### src/shared/ebpwm_map.vh
// Register map, field positions and reset values of the bridge modulator.
// Included by the modulator top module only; holds definitions only.
`ifndef EBPWM_MAP_VH
`define EBPWM_MAP_VH

// Byte offsets on the APB register bus
`define OFS_CAPTURE_PWM_CONTROL  12'h000
`define OFS_DUTY_HIGH_BITS       12'h004
`define OFS_DUTY_BUFFER          12'h008
`define OFS_DEADBAND_RESTART     12'h00C
`define OFS_STEERING_CONTROL     12'h010
`define OFS_TIMEBASE_CONTROL     12'h014
`define OFS_PERIOD_LIMIT         12'h018
`define OFS_TIMEBASE_COUNT       12'h01C
`define OFS_PIN_DIRECTION        12'h020
`define OFS_PIN_STATUS           12'h024

// Fields of capture_pwm_control
`define OUTPUT_MODE_HI           7
`define OUTPUT_MODE_LO           6
`define DUTY_LOW_HI              5
`define DUTY_LOW_LO              4
`define MODE_SEL_HI              3
`define MODE_SEL_LO              0

// Output modes
`define OMODE_SINGLE             2'b00
`define OMODE_FULL_FWD           2'b01
`define OMODE_HALF               2'b10
`define OMODE_FULL_REV           2'b11

// Mode-select codes that select modulation; low two bits set polarity
`define MODE_SEL_PWM_HI          2'b11
`define POL_AC_BIT               1
`define POL_BD_BIT               0

// Timebase control fields
`define TB_ON_BIT                2
`define TB_PRESCALE_HI           1
`define TB_PRESCALE_LO           0

// Reset values
`define RST_BYTE                 8'h00

// Oscillator periods per timer count
`define OSC_PER_COUNT            4

`endif

### src/hw/ebpwm_pin_stage.v
// Per-pin output stage: polarity, port release and pin direction gating.
// Assumes all inputs synchronous to pclk.
`timescale 1ns/1ps
`default_nettype none
module ebpwm_pin_stage #(
    parameter N = 4
) (
    input  wire         pclk,
    input  wire         presetn,
    input  wire [N-1:0] level_in,
    input  wire [N-1:0] active_low,
    input  wire [N-1:0] used,
    input  wire [N-1:0] dir_output,
    output reg  [N-1:0] pin_out_r,
    output reg  [N-1:0] pin_oe_r
);
    always @(posedge pclk or negedge presetn) begin
        if (!presetn) begin
            pin_out_r <= {N{1'b0}};
            pin_oe_r  <= {N{1'b0}};
        end else begin
            pin_out_r <= (level_in ^ active_low) & used;
            pin_oe_r  <= used & dir_output;
        end
    end
endmodule // ebpwm_pin_stage
`default_nettype wire

### src/hw/enhanced_bridge_pwm.v
// Enhanced bridge modulator: timer, duty compare, dead band, mode mux, APB slave.
// Assumes APB master on pclk; pins are driven through a tristate pad outside.
`timescale 1ns/1ps
`default_nettype none
`include "ebpwm_map.vh"
module enhanced_bridge_pwm (
    input  wire        pclk,
    input  wire        presetn,
    input  wire        psel,
    input  wire        penable,
    input  wire        pwrite,
    input  wire [11:0] paddr,
    input  wire [31:0] pwdata,
    output reg  [31:0] prdata,
    output wire        pready,
    output wire        pslverr,
    output wire        out_a,
    output wire        out_a_oe,
    output wire        out_b,
    output wire        out_b_oe,
    output wire        out_c,
    output wire        out_c_oe,
    output wire        out_d,
    output wire        out_d_oe
);
    reg  [7:0] capture_pwm_control_r;
    reg  [7:0] duty_high_bits_r;
    reg  [7:0] deadband_restart_control_r;
    reg  [7:0] steering_control_r;
    reg  [7:0] timebase_control_r;
    reg  [7:0] period_limit_r;
    reg  [3:0] pin_direction_r;
    reg  [7:0] timebase_count_r;
    reg  [1:0] sub_count_r;
    reg  [9:0] duty_buffer_r;
    reg        armed_r;
    reg        mod_r;
    reg        mod_b_r;
    reg  [8:0] dead_a_r;
    reg  [8:0] dead_b_r;
    reg  [1:0] latched_mode_r;

    // APB request decode, shared by the time base and the register file
    wire       apb_wr = psel && penable && pwrite;
    wire       apb_rd = psel && !penable && !pwrite;

    wire [1:0] output_mode_field = capture_pwm_control_r[`OUTPUT_MODE_HI:`OUTPUT_MODE_LO];
    wire [3:0] mode_select_bits  = capture_pwm_control_r[`MODE_SEL_HI:`MODE_SEL_LO];
    wire [6:0] deadband_count    = deadband_restart_control_r[6:0];
    wire       pwm_on   = (mode_select_bits[3:2] == `MODE_SEL_PWM_HI);
    wire       tb_on    = timebase_control_r[`TB_ON_BIT];
    wire [9:0] duty_val = {duty_high_bits_r,
                           capture_pwm_control_r[`DUTY_LOW_HI:`DUTY_LOW_LO]};

    // Prescale ratio minus one: 1, 4, 16, 64 oscillator ticks per sub-step
    function [5:0] pre_limit;
        input [1:0] sel;
        begin
            case (sel)
                2'b00:   pre_limit = 6'h00;
                2'b01:   pre_limit = 6'h03;
                2'b10:   pre_limit = 6'h0F;
                default: pre_limit = 6'h3F;
            endcase
        end
    endfunction

    wire [5:0] pre_max = pre_limit(timebase_control_r[`TB_PRESCALE_HI:`TB_PRESCALE_LO]);
    reg  [5:0] pre_cnt_r;
    wire       tick     = tb_on && (pre_cnt_r >= pre_max);
    wire       cnt_end  = tick && (sub_count_r == 2'd3);
    wire       wrap     = cnt_end && (timebase_count_r == period_limit_r);
    wire [9:0] time_base = {timebase_count_r, sub_count_r};
    // Time base value after the coming sub-step; the pin clears as it reaches duty
    wire [9:0] time_next = time_base + 10'h001;

    // Prescaler and 10-bit time base
    always @(posedge pclk or negedge presetn) begin
        if (!presetn) begin
            pre_cnt_r        <= 6'h00;
            sub_count_r      <= 2'b00;
            timebase_count_r <= `RST_BYTE;
        end else if (apb_wr && paddr == `OFS_TIMEBASE_COUNT) begin
            timebase_count_r <= pwdata[7:0];
            sub_count_r      <= 2'b00;
            pre_cnt_r        <= 6'h00;
        end else if (tb_on) begin
            pre_cnt_r <= tick ? 6'h00 : pre_cnt_r + 6'h01;
            if (tick) begin
                sub_count_r <= sub_count_r + 2'b01;
                if (wrap)
                    timebase_count_r <= `RST_BYTE;
                else if (cnt_end)
                    timebase_count_r <= timebase_count_r + 8'h01;
            end
        end
    end

    // Duty latch, start hold-off and main modulated level
    always @(posedge pclk or negedge presetn) begin
        if (!presetn) begin
            duty_buffer_r  <= 10'h000;
            armed_r        <= 1'b0;
            mod_r          <= 1'b0;
            latched_mode_r <= `OMODE_SINGLE;
        end else if (!pwm_on) begin
            armed_r <= 1'b0;
            mod_r   <= 1'b0;
        end else if (wrap) begin
            duty_buffer_r  <= duty_val;
            armed_r        <= 1'b1;
            mod_r          <= (duty_val != 10'h000);
            latched_mode_r <= output_mode_field;
        end else if (armed_r && tick && time_next == duty_buffer_r) begin
            mod_r <= 1'b0;
        end
    end

    // Dead-band count: four clocks per step, loaded on a turn-on edge
    function [8:0] dead_next;
        input [8:0] cur;
        input       turn_on;
        input [6:0] dead;
        begin
            if (turn_on && dead != 7'h00)
                dead_next = {dead, 2'b00} - 9'h001;
            else if (cur != 9'h000)
                dead_next = cur - 9'h001;
            else
                dead_next = 9'h000;
        end
    endfunction

    wire rise_a  = mod_r && !mod_b_r;
    wire rise_b  = !mod_r && mod_b_r && armed_r;
    wire dead_on = (deadband_count != 7'h00);

    always @(posedge pclk or negedge presetn) begin
        if (!presetn) begin
            dead_a_r <= 9'h000;
            dead_b_r <= 9'h000;
            mod_b_r  <= 1'b0;
        end else begin
            mod_b_r  <= mod_r;
            dead_a_r <= dead_next(dead_a_r, rise_a, deadband_count);
            dead_b_r <= dead_next(dead_b_r, rise_b, deadband_count);
        end
    end

    // Delayed levels; the edge cycle is held off too, a long dead band keeps it off
    wire half_a = mod_r && !(rise_a && dead_on) && (dead_a_r == 9'h000);
    wire half_b = !mod_r && armed_r && !(rise_b && dead_on) && (dead_b_r == 9'h000);

    reg [3:0] level;
    reg [3:0] used;
    always @* begin
        level = 4'b0000;
        used  = 4'b0000;
        case (latched_mode_r)
            `OMODE_SINGLE: begin
                level = {4{mod_r}};
                used  = steering_control_r[3:0];
            end
            `OMODE_HALF: begin
                level = {2'b00, half_b, half_a};
                used  = 4'b0011;
            end
            `OMODE_FULL_FWD: begin
                level = {mod_r, 1'b0, 1'b0, 1'b1};
                used  = 4'b1111;
            end
            `OMODE_FULL_REV: begin
                level = {1'b0, 1'b1, mod_r, 1'b0};
                used  = 4'b1111;
            end
            default: begin
                level = 4'b0000;
                used  = 4'b0000;
            end
        endcase
        if (!armed_r)
            used = 4'b0000;
        if (capture_pwm_control_r == 8'h00)
            used = 4'b0000;
    end

    // Polarity: A/C and B/D pairs set active low by mode-select bits
    wire pol_ac = mode_select_bits[`POL_AC_BIT];
    wire pol_bd = mode_select_bits[`POL_BD_BIT];
    wire [3:0] pin_q;
    wire [3:0] pin_oe;

    ebpwm_pin_stage #(.N(4)) u_pins (
        .pclk       (pclk),
        .presetn    (presetn),
        .level_in   (level),
        .active_low ({pol_bd, pol_ac, pol_bd, pol_ac}),
        .used       (used),
        .dir_output (pin_direction_r),
        .pin_out_r  (pin_q),
        .pin_oe_r   (pin_oe)
    );
    assign out_a    = pin_q[0];
    assign out_b    = pin_q[1];
    assign out_c    = pin_q[2];
    assign out_d    = pin_q[3];
    assign out_a_oe = pin_oe[0];
    assign out_b_oe = pin_oe[1];
    assign out_c_oe = pin_oe[2];
    assign out_d_oe = pin_oe[3];

    // APB slave, zero wait states
    reg  hit;
    always @* begin
        case (paddr)
            `OFS_CAPTURE_PWM_CONTROL, `OFS_DUTY_HIGH_BITS, `OFS_DUTY_BUFFER,
            `OFS_DEADBAND_RESTART, `OFS_STEERING_CONTROL, `OFS_TIMEBASE_CONTROL,
            `OFS_PERIOD_LIMIT, `OFS_TIMEBASE_COUNT, `OFS_PIN_DIRECTION,
            `OFS_PIN_STATUS: hit = 1'b1;
            default:         hit = 1'b0;
        endcase
    end
    assign pready  = 1'b1;
    assign pslverr = psel && penable && !hit;

    always @(posedge pclk or negedge presetn) begin
        if (!presetn) begin
            capture_pwm_control_r      <= `RST_BYTE;
            duty_high_bits_r           <= `RST_BYTE;
            deadband_restart_control_r <= `RST_BYTE;
            steering_control_r         <= `RST_BYTE;
            timebase_control_r         <= `RST_BYTE;
            period_limit_r             <= `RST_BYTE;
            pin_direction_r            <= 4'h0;
        end else if (apb_wr) begin
            case (paddr)
                `OFS_CAPTURE_PWM_CONTROL: capture_pwm_control_r      <= pwdata[7:0];
                `OFS_DUTY_HIGH_BITS:      duty_high_bits_r           <= pwdata[7:0];
                `OFS_DEADBAND_RESTART:    deadband_restart_control_r <= pwdata[7:0];
                `OFS_STEERING_CONTROL:    steering_control_r         <= {3'b000, pwdata[4:0]};
                `OFS_TIMEBASE_CONTROL:    timebase_control_r         <= {1'b0, pwdata[6:0]};
                `OFS_PERIOD_LIMIT:        period_limit_r             <= pwdata[7:0];
                `OFS_PIN_DIRECTION:       pin_direction_r            <= pwdata[3:0];
                default: ;
            endcase
        end
    end

    always @(posedge pclk or negedge presetn) begin
        if (!presetn) begin
            prdata <= 32'h0000_0000;
        end else if (apb_rd) begin
            case (paddr)
                `OFS_CAPTURE_PWM_CONTROL: prdata <= {24'h000000, capture_pwm_control_r};
                `OFS_DUTY_HIGH_BITS:      prdata <= {24'h000000, duty_high_bits_r};
                `OFS_DUTY_BUFFER:         prdata <= {22'h0, duty_buffer_r};
                `OFS_DEADBAND_RESTART:    prdata <= {24'h000000, deadband_restart_control_r};
                `OFS_STEERING_CONTROL:    prdata <= {24'h000000, steering_control_r};
                `OFS_TIMEBASE_CONTROL:    prdata <= {24'h000000, timebase_control_r};
                `OFS_PERIOD_LIMIT:        prdata <= {24'h000000, period_limit_r};
                `OFS_TIMEBASE_COUNT:      prdata <= {24'h000000, timebase_count_r};
                `OFS_PIN_DIRECTION:       prdata <= {28'h0000000, pin_direction_r};
                `OFS_PIN_STATUS:          prdata <= {23'h0, armed_r, pin_oe, pin_q};
                default:                  prdata <= 32'h0000_0000;
            endcase
        end
    end
endmodule // enhanced_bridge_pwm
`default_nettype wire

### config.mk
export PLATFORM = sky130hd
export DESIGN_NAME = enhanced_bridge_pwm
export DESIGN_NICKNAME = d
export VERILOG_FILES = /design/src/hw/ebpwm_pin_stage.v /design/src/hw/enhanced_bridge_pwm.v
export VERILOG_INCLUDE_DIRS = /design/src /design/src/shared
export SDC_FILE = /design/constraint.sdc
export NUM_CORES = 1
export LEC_CHECK = 0
export CORE_ASPECT_RATIO = 0.7
export CORE_MARGIN = 2
export CORE_UTILIZATION = 39
export CTS_CLUSTER_DIAMETER = 50
export DETAILED_ROUTE_END_ITERATION = 12
export DONT_BUFFER_PORTS = 1
export PLACE_DENSITY = 0.51
export SETUP_SLACK_MARGIN = 0.02
export SLEW_MARGIN = 20
export SYNTH_ARGS = -nofsm -noshare
export SYNTH_HDL_FRONTEND = slang
export SYNTH_SLANG_ARGS = --single-unit
### constraint.sdc
create_clock -name pclk -period 3.2 [get_ports pclk]
set_input_delay 0.32 -clock pclk [delete_from_list [all_inputs] [get_ports pclk]]
set_output_delay 0.32 -clock pclk [all_outputs]
set_load 0.03 [all_outputs]
==> results of run 1 <==
==> logic make-up after synthesis <==
logic type      Yosys count
fa+ha+maj                12
xor+xnor                 45
simple gates            196
compound gates          130
mux                      70
buf+inv                  65
other cells               2
flops                   115
==> synth_stat cells, drive strengths merged, types with 4 or more instances <==
cell type / instances
mux2: 66
buf: 30
a32oi: 5
xnor2: 24
nand4: 4
inv: 15
a21boi: 4
o21ai: 34
a22oi: 14
xor2: 21
a222oi: 5
o31ai: 6
ha: 12
nor2: 28
and3: 6
a22o: 11
nand2: 52
nor4: 14
nand3: 27
nand2b: 4
nor3: 21
a21oi: 13
o22ai: 11
dfrtp: 115
o22a: 4
or3: 4
nor2b: 9
a31oi: 4
or4: 9
clkbuf: 20
==> report_power, final <==
part | internal [mW] | switching [mW] | total [mW] | leakage (nW)
Clock | 1.34 | 0.703 | 2.04 | 0.309
Combinational | 0.0445 | 0.120 | 0.165 | 1.48
Sequential | 1.46 | 0.00608 | 1.47 | 1.55
Total | 2.85 | 0.829 | 3.67 | 3.34
==> sequential cells by signal, indices dropped and copies added (netlist names) <==
| signal | flops |
|---|---|
| prdata | 10 |
| dead_a_r | 9 |
| u_pins.pin_out_r | 4 |
| dead_b_r | 9 |
| sub_count_r | 2 |
| steering_control_r | 5 |
| mod_b_r | 1 |
| timebase_control_r | 7 |
| pin_direction_r | 4 |
| pre_cnt_r | 6 |
| latched_mode_r | 2 |
| duty_high_bits_r | 8 |
| armed_r | 1 |
| period_limit_r | 8 |
| duty_buffer_r | 10 |
| timebase_count_r | 8 |
| capture_pwm_control_r | 8 |
| deadband_restart_control_r | 8 |
| mod_r | 1 |
| u_pins.pin_oe_r | 4 |
==> worst max path at each step <==
stage	from	end	cells after the start
floorplan	timebase_control_r[1]	duty_buffer_r[1]	9
global placement	timebase_control_r[1]	latched_mode_r[1]	9
detailed placement	timebase_control_r[1]	duty_buffer_r[7]	9
CTS	timebase_control_r[1]	duty_buffer_r[5]	9
global route	timebase_control_r[1]	duty_buffer_r[8]	9
finish	timebase_control_r[1]	timebase_count_r[4]	9
==> critical path: stages (launching register included) <==
cell	delay, ps
dfrtp_1	450
or2_2	340
ha_1	280
nand2b_1	90
a21o_1	150
a32oi_1	130
buf_4	190
nor2_1	450
a21boi_0	180
o22a_1	250
==> cell type report <==
class	count	area, µm²
inverters	15	56.3
fillers	1514	8930
multi-input cells	476	3370
well taps	225	282
clock buffers	19	453
repair buffers	23	195
clock inverters	13	181
flip-flops and latches	115	2880
==> routing by layer <==
metal  track usage  vias up  wire length (µm)
met5             0        -                 0
met2         0.322      212              8270
li1              -     2342                 -
met4        0.0703        0               250
met1         0.354     2530              9430
met3        0.0707       17              1760
==> through the flow <==
stage,std cells,cell area [µm²]
final,886,7420
after global routing,886,7420
after detailed placement,852,6750
after CTS,886,7420
after floorplan,656,6590
after global placement,852,6750
==> cells in the final DEF, fill, tap and decap left out, drive strengths merged, types with 5 or more instances in the layout <==
cell and n:
dfrtp 115, mux2 66, nand2 52, o21ai 34, nor2 28, nand3 27, xnor2 24, conb 23
buf 22, xor2 21, nor3 21, clkbuf 19, inv 16, a22oi 14, nor4 14, a21oi 13
ha 12, o22ai 11, a22o 11, nor2b 9, or4 9, and3 6, o31ai 6, clkinv 6
a32oi 5, a222oi 5
==> qor.csv, run 1 <==
stage,metric,value,unit
job,Max Cap Violations,0,
timing,"Setup violations, final",0,
timing,post-layout minimum cycle time,2660,ps
detailed_routing,DR iter-0 viols,522,
synth,complex-gate fraction of the synthesized area,0.138,
worst_hold_path,hold path start,pwdata[1],
final_layout,area growth from synthesis to layout,13.9,%
placed_design,GP Congestion,0.944,
final_layout,Antenna Cells,0,
setup_path,Reg-to-Reg End,timebase_count_r[4],
final_layout,layout cells sized above 1,0.200,
synth,Main synth FF type,dfrtp_1,
synth,register area share after synthesis,0.442,
grt,initial antenna violation count,0,
clocking,H-tree depth,4,
setup_path,Setup CP Type,reg2reg,
die,die area,17800,µm²
clocking,clock sink count,115,
synth,XOR/XNOR share of the synthesized area,0.0605,
synth,main combinational cell family by area after synthesis,simple AND/OR/NAND/NOR gates,
timing,Worst-Margin Slew,696,ps
timing,Tcrit/Tclk final,0.830,
setup_path,R2R depth,9,
synth,async set-or-reset flop fraction in the synthesized netlist,1.00,
synth,Netlist cell types,63,
power_and_ir_drop,Total Power,3.67,mW
setup_path,worst reg2reg startpoint,timebase_control_r[1],
power_and_ir_drop,Leak,3.34,nW
synth,largest area contributor in the netlist,dfrtp_1,
timing,Max-slew headroom,0.533,
grt,vias in the first global route,4976,
final_layout,Final nets,709,
synth,Synth area leaders,"dfrtp_1 (44%), mux2_2 (11%), xnor2_1 (3.2%)",
timing,final worst setup slack,543,ps
clocking,setup bufs post-CTS,0,
timing,max-slew violation count,0,
die,row count,39,
detailed_routing,Vias per Instance,5.76,
placed_design,Port Buffers,0,
setup_path,Worst EP required,3490,ps
clocking,CTS Hold Bufs,2,
die,initial core utilization,0.399,
clocking,CTS tree,built,
synth,post-synthesis mux area share,0.122,
final_layout,Finished Core Util,0.454,
setup_path,Setup crit end kind,register,
worst_hold_path,worst min-delay path class,in2reg,
synth,Synth Register Bits,115,
synth,"EDFF count, synth",0,
timing,RSZ-0062 raised after global routing,false,
detailed_routing,final WL,19700,µm
run_status,status,"complete, no violations",
timing,"Hold Vio Cnt, Final",0,
detailed_routing,DRT Pass-1 Iters,6,
power_and_ir_drop,Worst VDD drop,0.267,mV
timing,worst hold slack,25.2,ps
setup_path,reg2reg setup slack,540,ps
worst_hold_path,hold endpoint,deadband_restart_control_r[1],
setup_path,Worst Setup Start Kind,register,
synth,Ys Warns,0,
grt,global route overflow,0,
timing,maximum clock frequency,376,MHz
synth,post-synthesis adder-cell area fraction,0.0230,
detailed_routing,Final ANT Viol Nets,0,
die,DIE WIDTH,158,µm
synth,Cells after Synth,635,
placed_design,post-DP HPWL,14400,µm
synth,Synth Area in Simple Gates,0.161,
detailed_routing,post-DR wirelength/cell,22.2,µm
synth,post-synthesis area per instance,10.3,µm²
clocking,Max clock buf depth,2,
die,Core Box Area,16300,µm²
clocking,Resized Gates After CTS,0,
timing,setup TNS,0,ps
grt,first-pass GRT wire length,30700,µm
die,die height,112,µm
grt,GRT Total Usage,0.235,
clocking,Root Buffer,clkbuf_16,
synth,Yosys top cell area share,0.442,
clocking,Clock transition at path regs,50,ps
setup_path,crit-path max FO,8,
timing,Clock Skew,10.8,ps
power_and_ir_drop,pwr/cell area,495,nW/µm²
detailed_routing,DRC Markers,0,
synth,Synth Cell Area,6510,µm²
detailed_routing,DR vias,5101,
placed_design,Placement Setup Slack,603,ps
die,io pins,91,
grt,largest net degree at the start of global routing,116,
clocking,Clock Latency Late Sink,420,ps
setup_path,"Arr. time, crit path",2940,ps
clocking,CTS Buf Count,17,
worst_hold_path,WHS Path Cells,2,
Power figures use the tool's default switching activity.
==> run 2: changes to the inputs <==
--- a/config.mk
+++ b/config.mk
@@ -12,7 +12,7 @@
 export CTS_CLUSTER_DIAMETER = 50
 export DETAILED_ROUTE_END_ITERATION = 12
 export DONT_BUFFER_PORTS = 1
-export PLACE_DENSITY = 0.51
+export PLACE_DENSITY = 0.53
 export SETUP_SLACK_MARGIN = 0.02
 export SLEW_MARGIN = 20
 export SYNTH_ARGS = -nofsm -noshare
==> constraint.sdc (replaced) <==
create_clock -name pclk -period 2.3 [get_ports pclk]
set_input_delay 0.23 -clock pclk [delete_from_list [all_inputs] [get_ports pclk]]
set_output_delay 0.23 -clock pclk [all_outputs]
set_load 0.03 [all_outputs]
==> qor.csv, run 2 (synthesis results as in run 1) <==
stage,metric,value,unit
run_status,status,"complete, but fails checks",
run_status,failing checks,negative hold slack,
setup_path,Worst path max stage delay,400,ps
grt,initial antenna violation count,3,
detailed_routing,DRT Pass-1 Iters,5,
setup_path,Setup CP Type,reg2reg,
setup_path,Worst Setup Start Kind,register,
detailed_routing,Vias per Instance,5.82,
timing,final worst setup slack,18.1,ps
final_layout,"most common cell after layout, fill and taps aside",dfrtp_1,
clocking,H-tree depth,4,
die,DIE WIDTH,158,µm
detailed_routing,DRC Markers,0,
die,die height,112,µm
die,die area,17800,µm²
power_and_ir_drop,logic gate share of total power,0.046,
timing,RSZ-0062 raised after global routing,true,
clocking,CTS Buf Count,17,
setup_path,"Arr. time, crit path",2580,ps
power_and_ir_drop,switching power,1.17,mW
final_layout,Finished Core Util,0.478,
final_layout,"commonest non-fill, non-tap cells in the layout","dfrtp_1 (115), mux2_2 (66), nand2_1 (52), buf_4 (51), o21ai_0 (31)",
die,io pins,91,
grt,global route overflow,0,
power_and_ir_drop,clock network power share,0.558,
placed_design,Port Buffers,0,
setup_path,R2R depth,9,
power_and_ir_drop,pwr/cell area,658,nW/µm²
job,Max Cap Violations,0,
grt,vias in the first global route,5266,
grt,GRT Total Usage,0.236,
timing,maximum clock frequency,438,MHz
clocking,Max clock buf depth,2,
placed_design,Placement Setup Slack,-46.5,ps
die,initial core utilization,0.399,
grt,first-pass GRT wire length,31100,µm
final_layout,layout cells sized above 1,0.246,
power_and_ir_drop,internal power,3.98,mW
final_layout,area growth from synthesis to layout,20.0,%
final_layout,Top Registers,"duty_buffer_r (10), prdata (10)",
timing,worst hold slack,-494,ps
setup_path,worst reg2reg startpoint,timebase_control_r[0],
placed_design,post-DP HPWL,14600,µm
power_and_ir_drop,Worst VDD drop,0.331,mV
timing,max-slew violation count,0,
grt,met2 Use GR,0.330,
timing,Clock Skew,10.2,ps
timing,"Hold Vio Cnt, Final",115,
detailed_routing,DR vias,5391,
grt,largest net degree at the start of global routing,116,
final_layout,Final nets,746,
clocking,Clock Latency Late Sink,420,ps
power_and_ir_drop,Switching Share,0.227,
timing,setup TNS,0,ps
timing,"Setup violations, final",0,
timing,Max-slew headroom,0.582,
timing,Tcrit/Tclk final,0.992,
detailed_routing,post-DR wirelength/cell,21.6,µm
setup_path,reg2reg setup slack,20,ps
setup_path,"Slowest-stage cell, CP",dfrtp_1,
grt,met3 usage,0.0672,
clocking,clock sink count,115,
die,row count,39,
grt,busiest grt layer,met1,
final_layout,Fill cells,1504,
setup_path,Worst setup startpoint,timebase_control_r[0],
setup_path,Reg-to-Reg End,latched_mode_r[1],
setup_path,Setup crit end kind,register,
detailed_routing,DR iter-0 viols,466,
grt,global-route met1 utilization,0.349,
clocking,CTS tree,built,
detailed_routing,Final ANT Viol Nets,0,
setup_path,Worst EP required,2600,ps
timing,post-layout minimum cycle time,2280,ps
setup_path,crit-path max FO,12,
timing,Worst-Margin Slew,626,ps
setup_path,"Cell Chain, Critical Path",or2_4 > ha_1 > nand2b_1 > a21o_1 > a32oi_4 > nor3_4 > nand3_2 > buf_12 > mux2_2,
clocking,CTS Hold Bufs,8,
worst_hold_path,worst min-delay path class,in2async,
clocking,Clock transition at path regs,60,ps
detailed_routing,final WL,20000,µm
die,Core Box Area,16300,µm²
power_and_ir_drop,Leak,3.53,nW
clocking,Root Buffer,clkbuf_16,
power_and_ir_drop,share of power burned in registers,0.397,
placed_design,GP Congestion,0.896,
run 2: power groups by stage:
stage	sequential (mW)	combinational, mW	clock (mW)
finish	2.04	0.234	2.87
detailed placement	2.08	0.189	0
floorplan	2.07	0.194	0
CTS	2.04	0.227	2.91
global route	2.04	0.250	3.02
global placement	2.08	0.189	0
run 2: how the worst max path moves through the flow:
stage | cells after the start | slack, ps | end
6_report | 9 | 20 | latched_mode_r[1]
3_3_place_gp | 8 | -40 | timebase_count_r[5]
2_1_floorplan | 9 | 10 | duty_buffer_r[1]
3_5_place_dp | 8 | -50 | timebase_count_r[5]
5_1_grt | 9 | -70 | latched_mode_r[1]
4_1_cts | 9 | 30 | latched_mode_r[1]
run 2: through the flow:
stage	area (µm²)	std cells	total power [mW]
after floorplan	6640	656	2.27
after global placement	7010	881	2.26
after global routing	7810	924	5.31
after CTS	7750	922	5.18
final	7820	926	5.14
after detailed placement	7010	881	2.27
run 2: per-layer routing:
| layer | up-vias | wire (µm) | part of all wire |
|---|---|---|---|
| li1 | 2419 | - | - |
| met1 | 2713 | 9420 | 0.47 |
| met2 | 234 | 8450 | 0.42 |
| met3 | 25 | 1770 | 0.089 |
| met4 | 0 | 393 | 0.020 |
| met5 | - | 0 | 0 |
run 2: area by class of cell:
class                      count  area (µm²)  share of cell area
antenna                        3        7.51            0.000960
clock buffer                  20         457              0.0584
clock inverter                12         179              0.0229
inverter                      15        56.3             0.00720
multi-input combinational    476        3480               0.445
sequential                   115        2880               0.368
tap                          225         282              0.0360
timing repair buffer          60         483              0.0618
run 2: worst max-delay path: cells and delay by family (launching register included):
| kind | cells | cell delay [ps] |
|---|---|---|
| buffers and inverters | 1 | 150 |
| muxes | 1 | 330 |
| DFF | 1 | 400 |
| AOI/OAI and AO/OA | 2 | 450 |
| and+or+nand+nor | 4 | 580 |
| adders and majority gates | 1 | 260 |
run 2: timing repair:
item	CTS	global route
hold endpoints to repair	171	115
resized for setup	5	12
setup endpoints to repair	20	29
pin swaps	1	1
buffers inserted	1	1
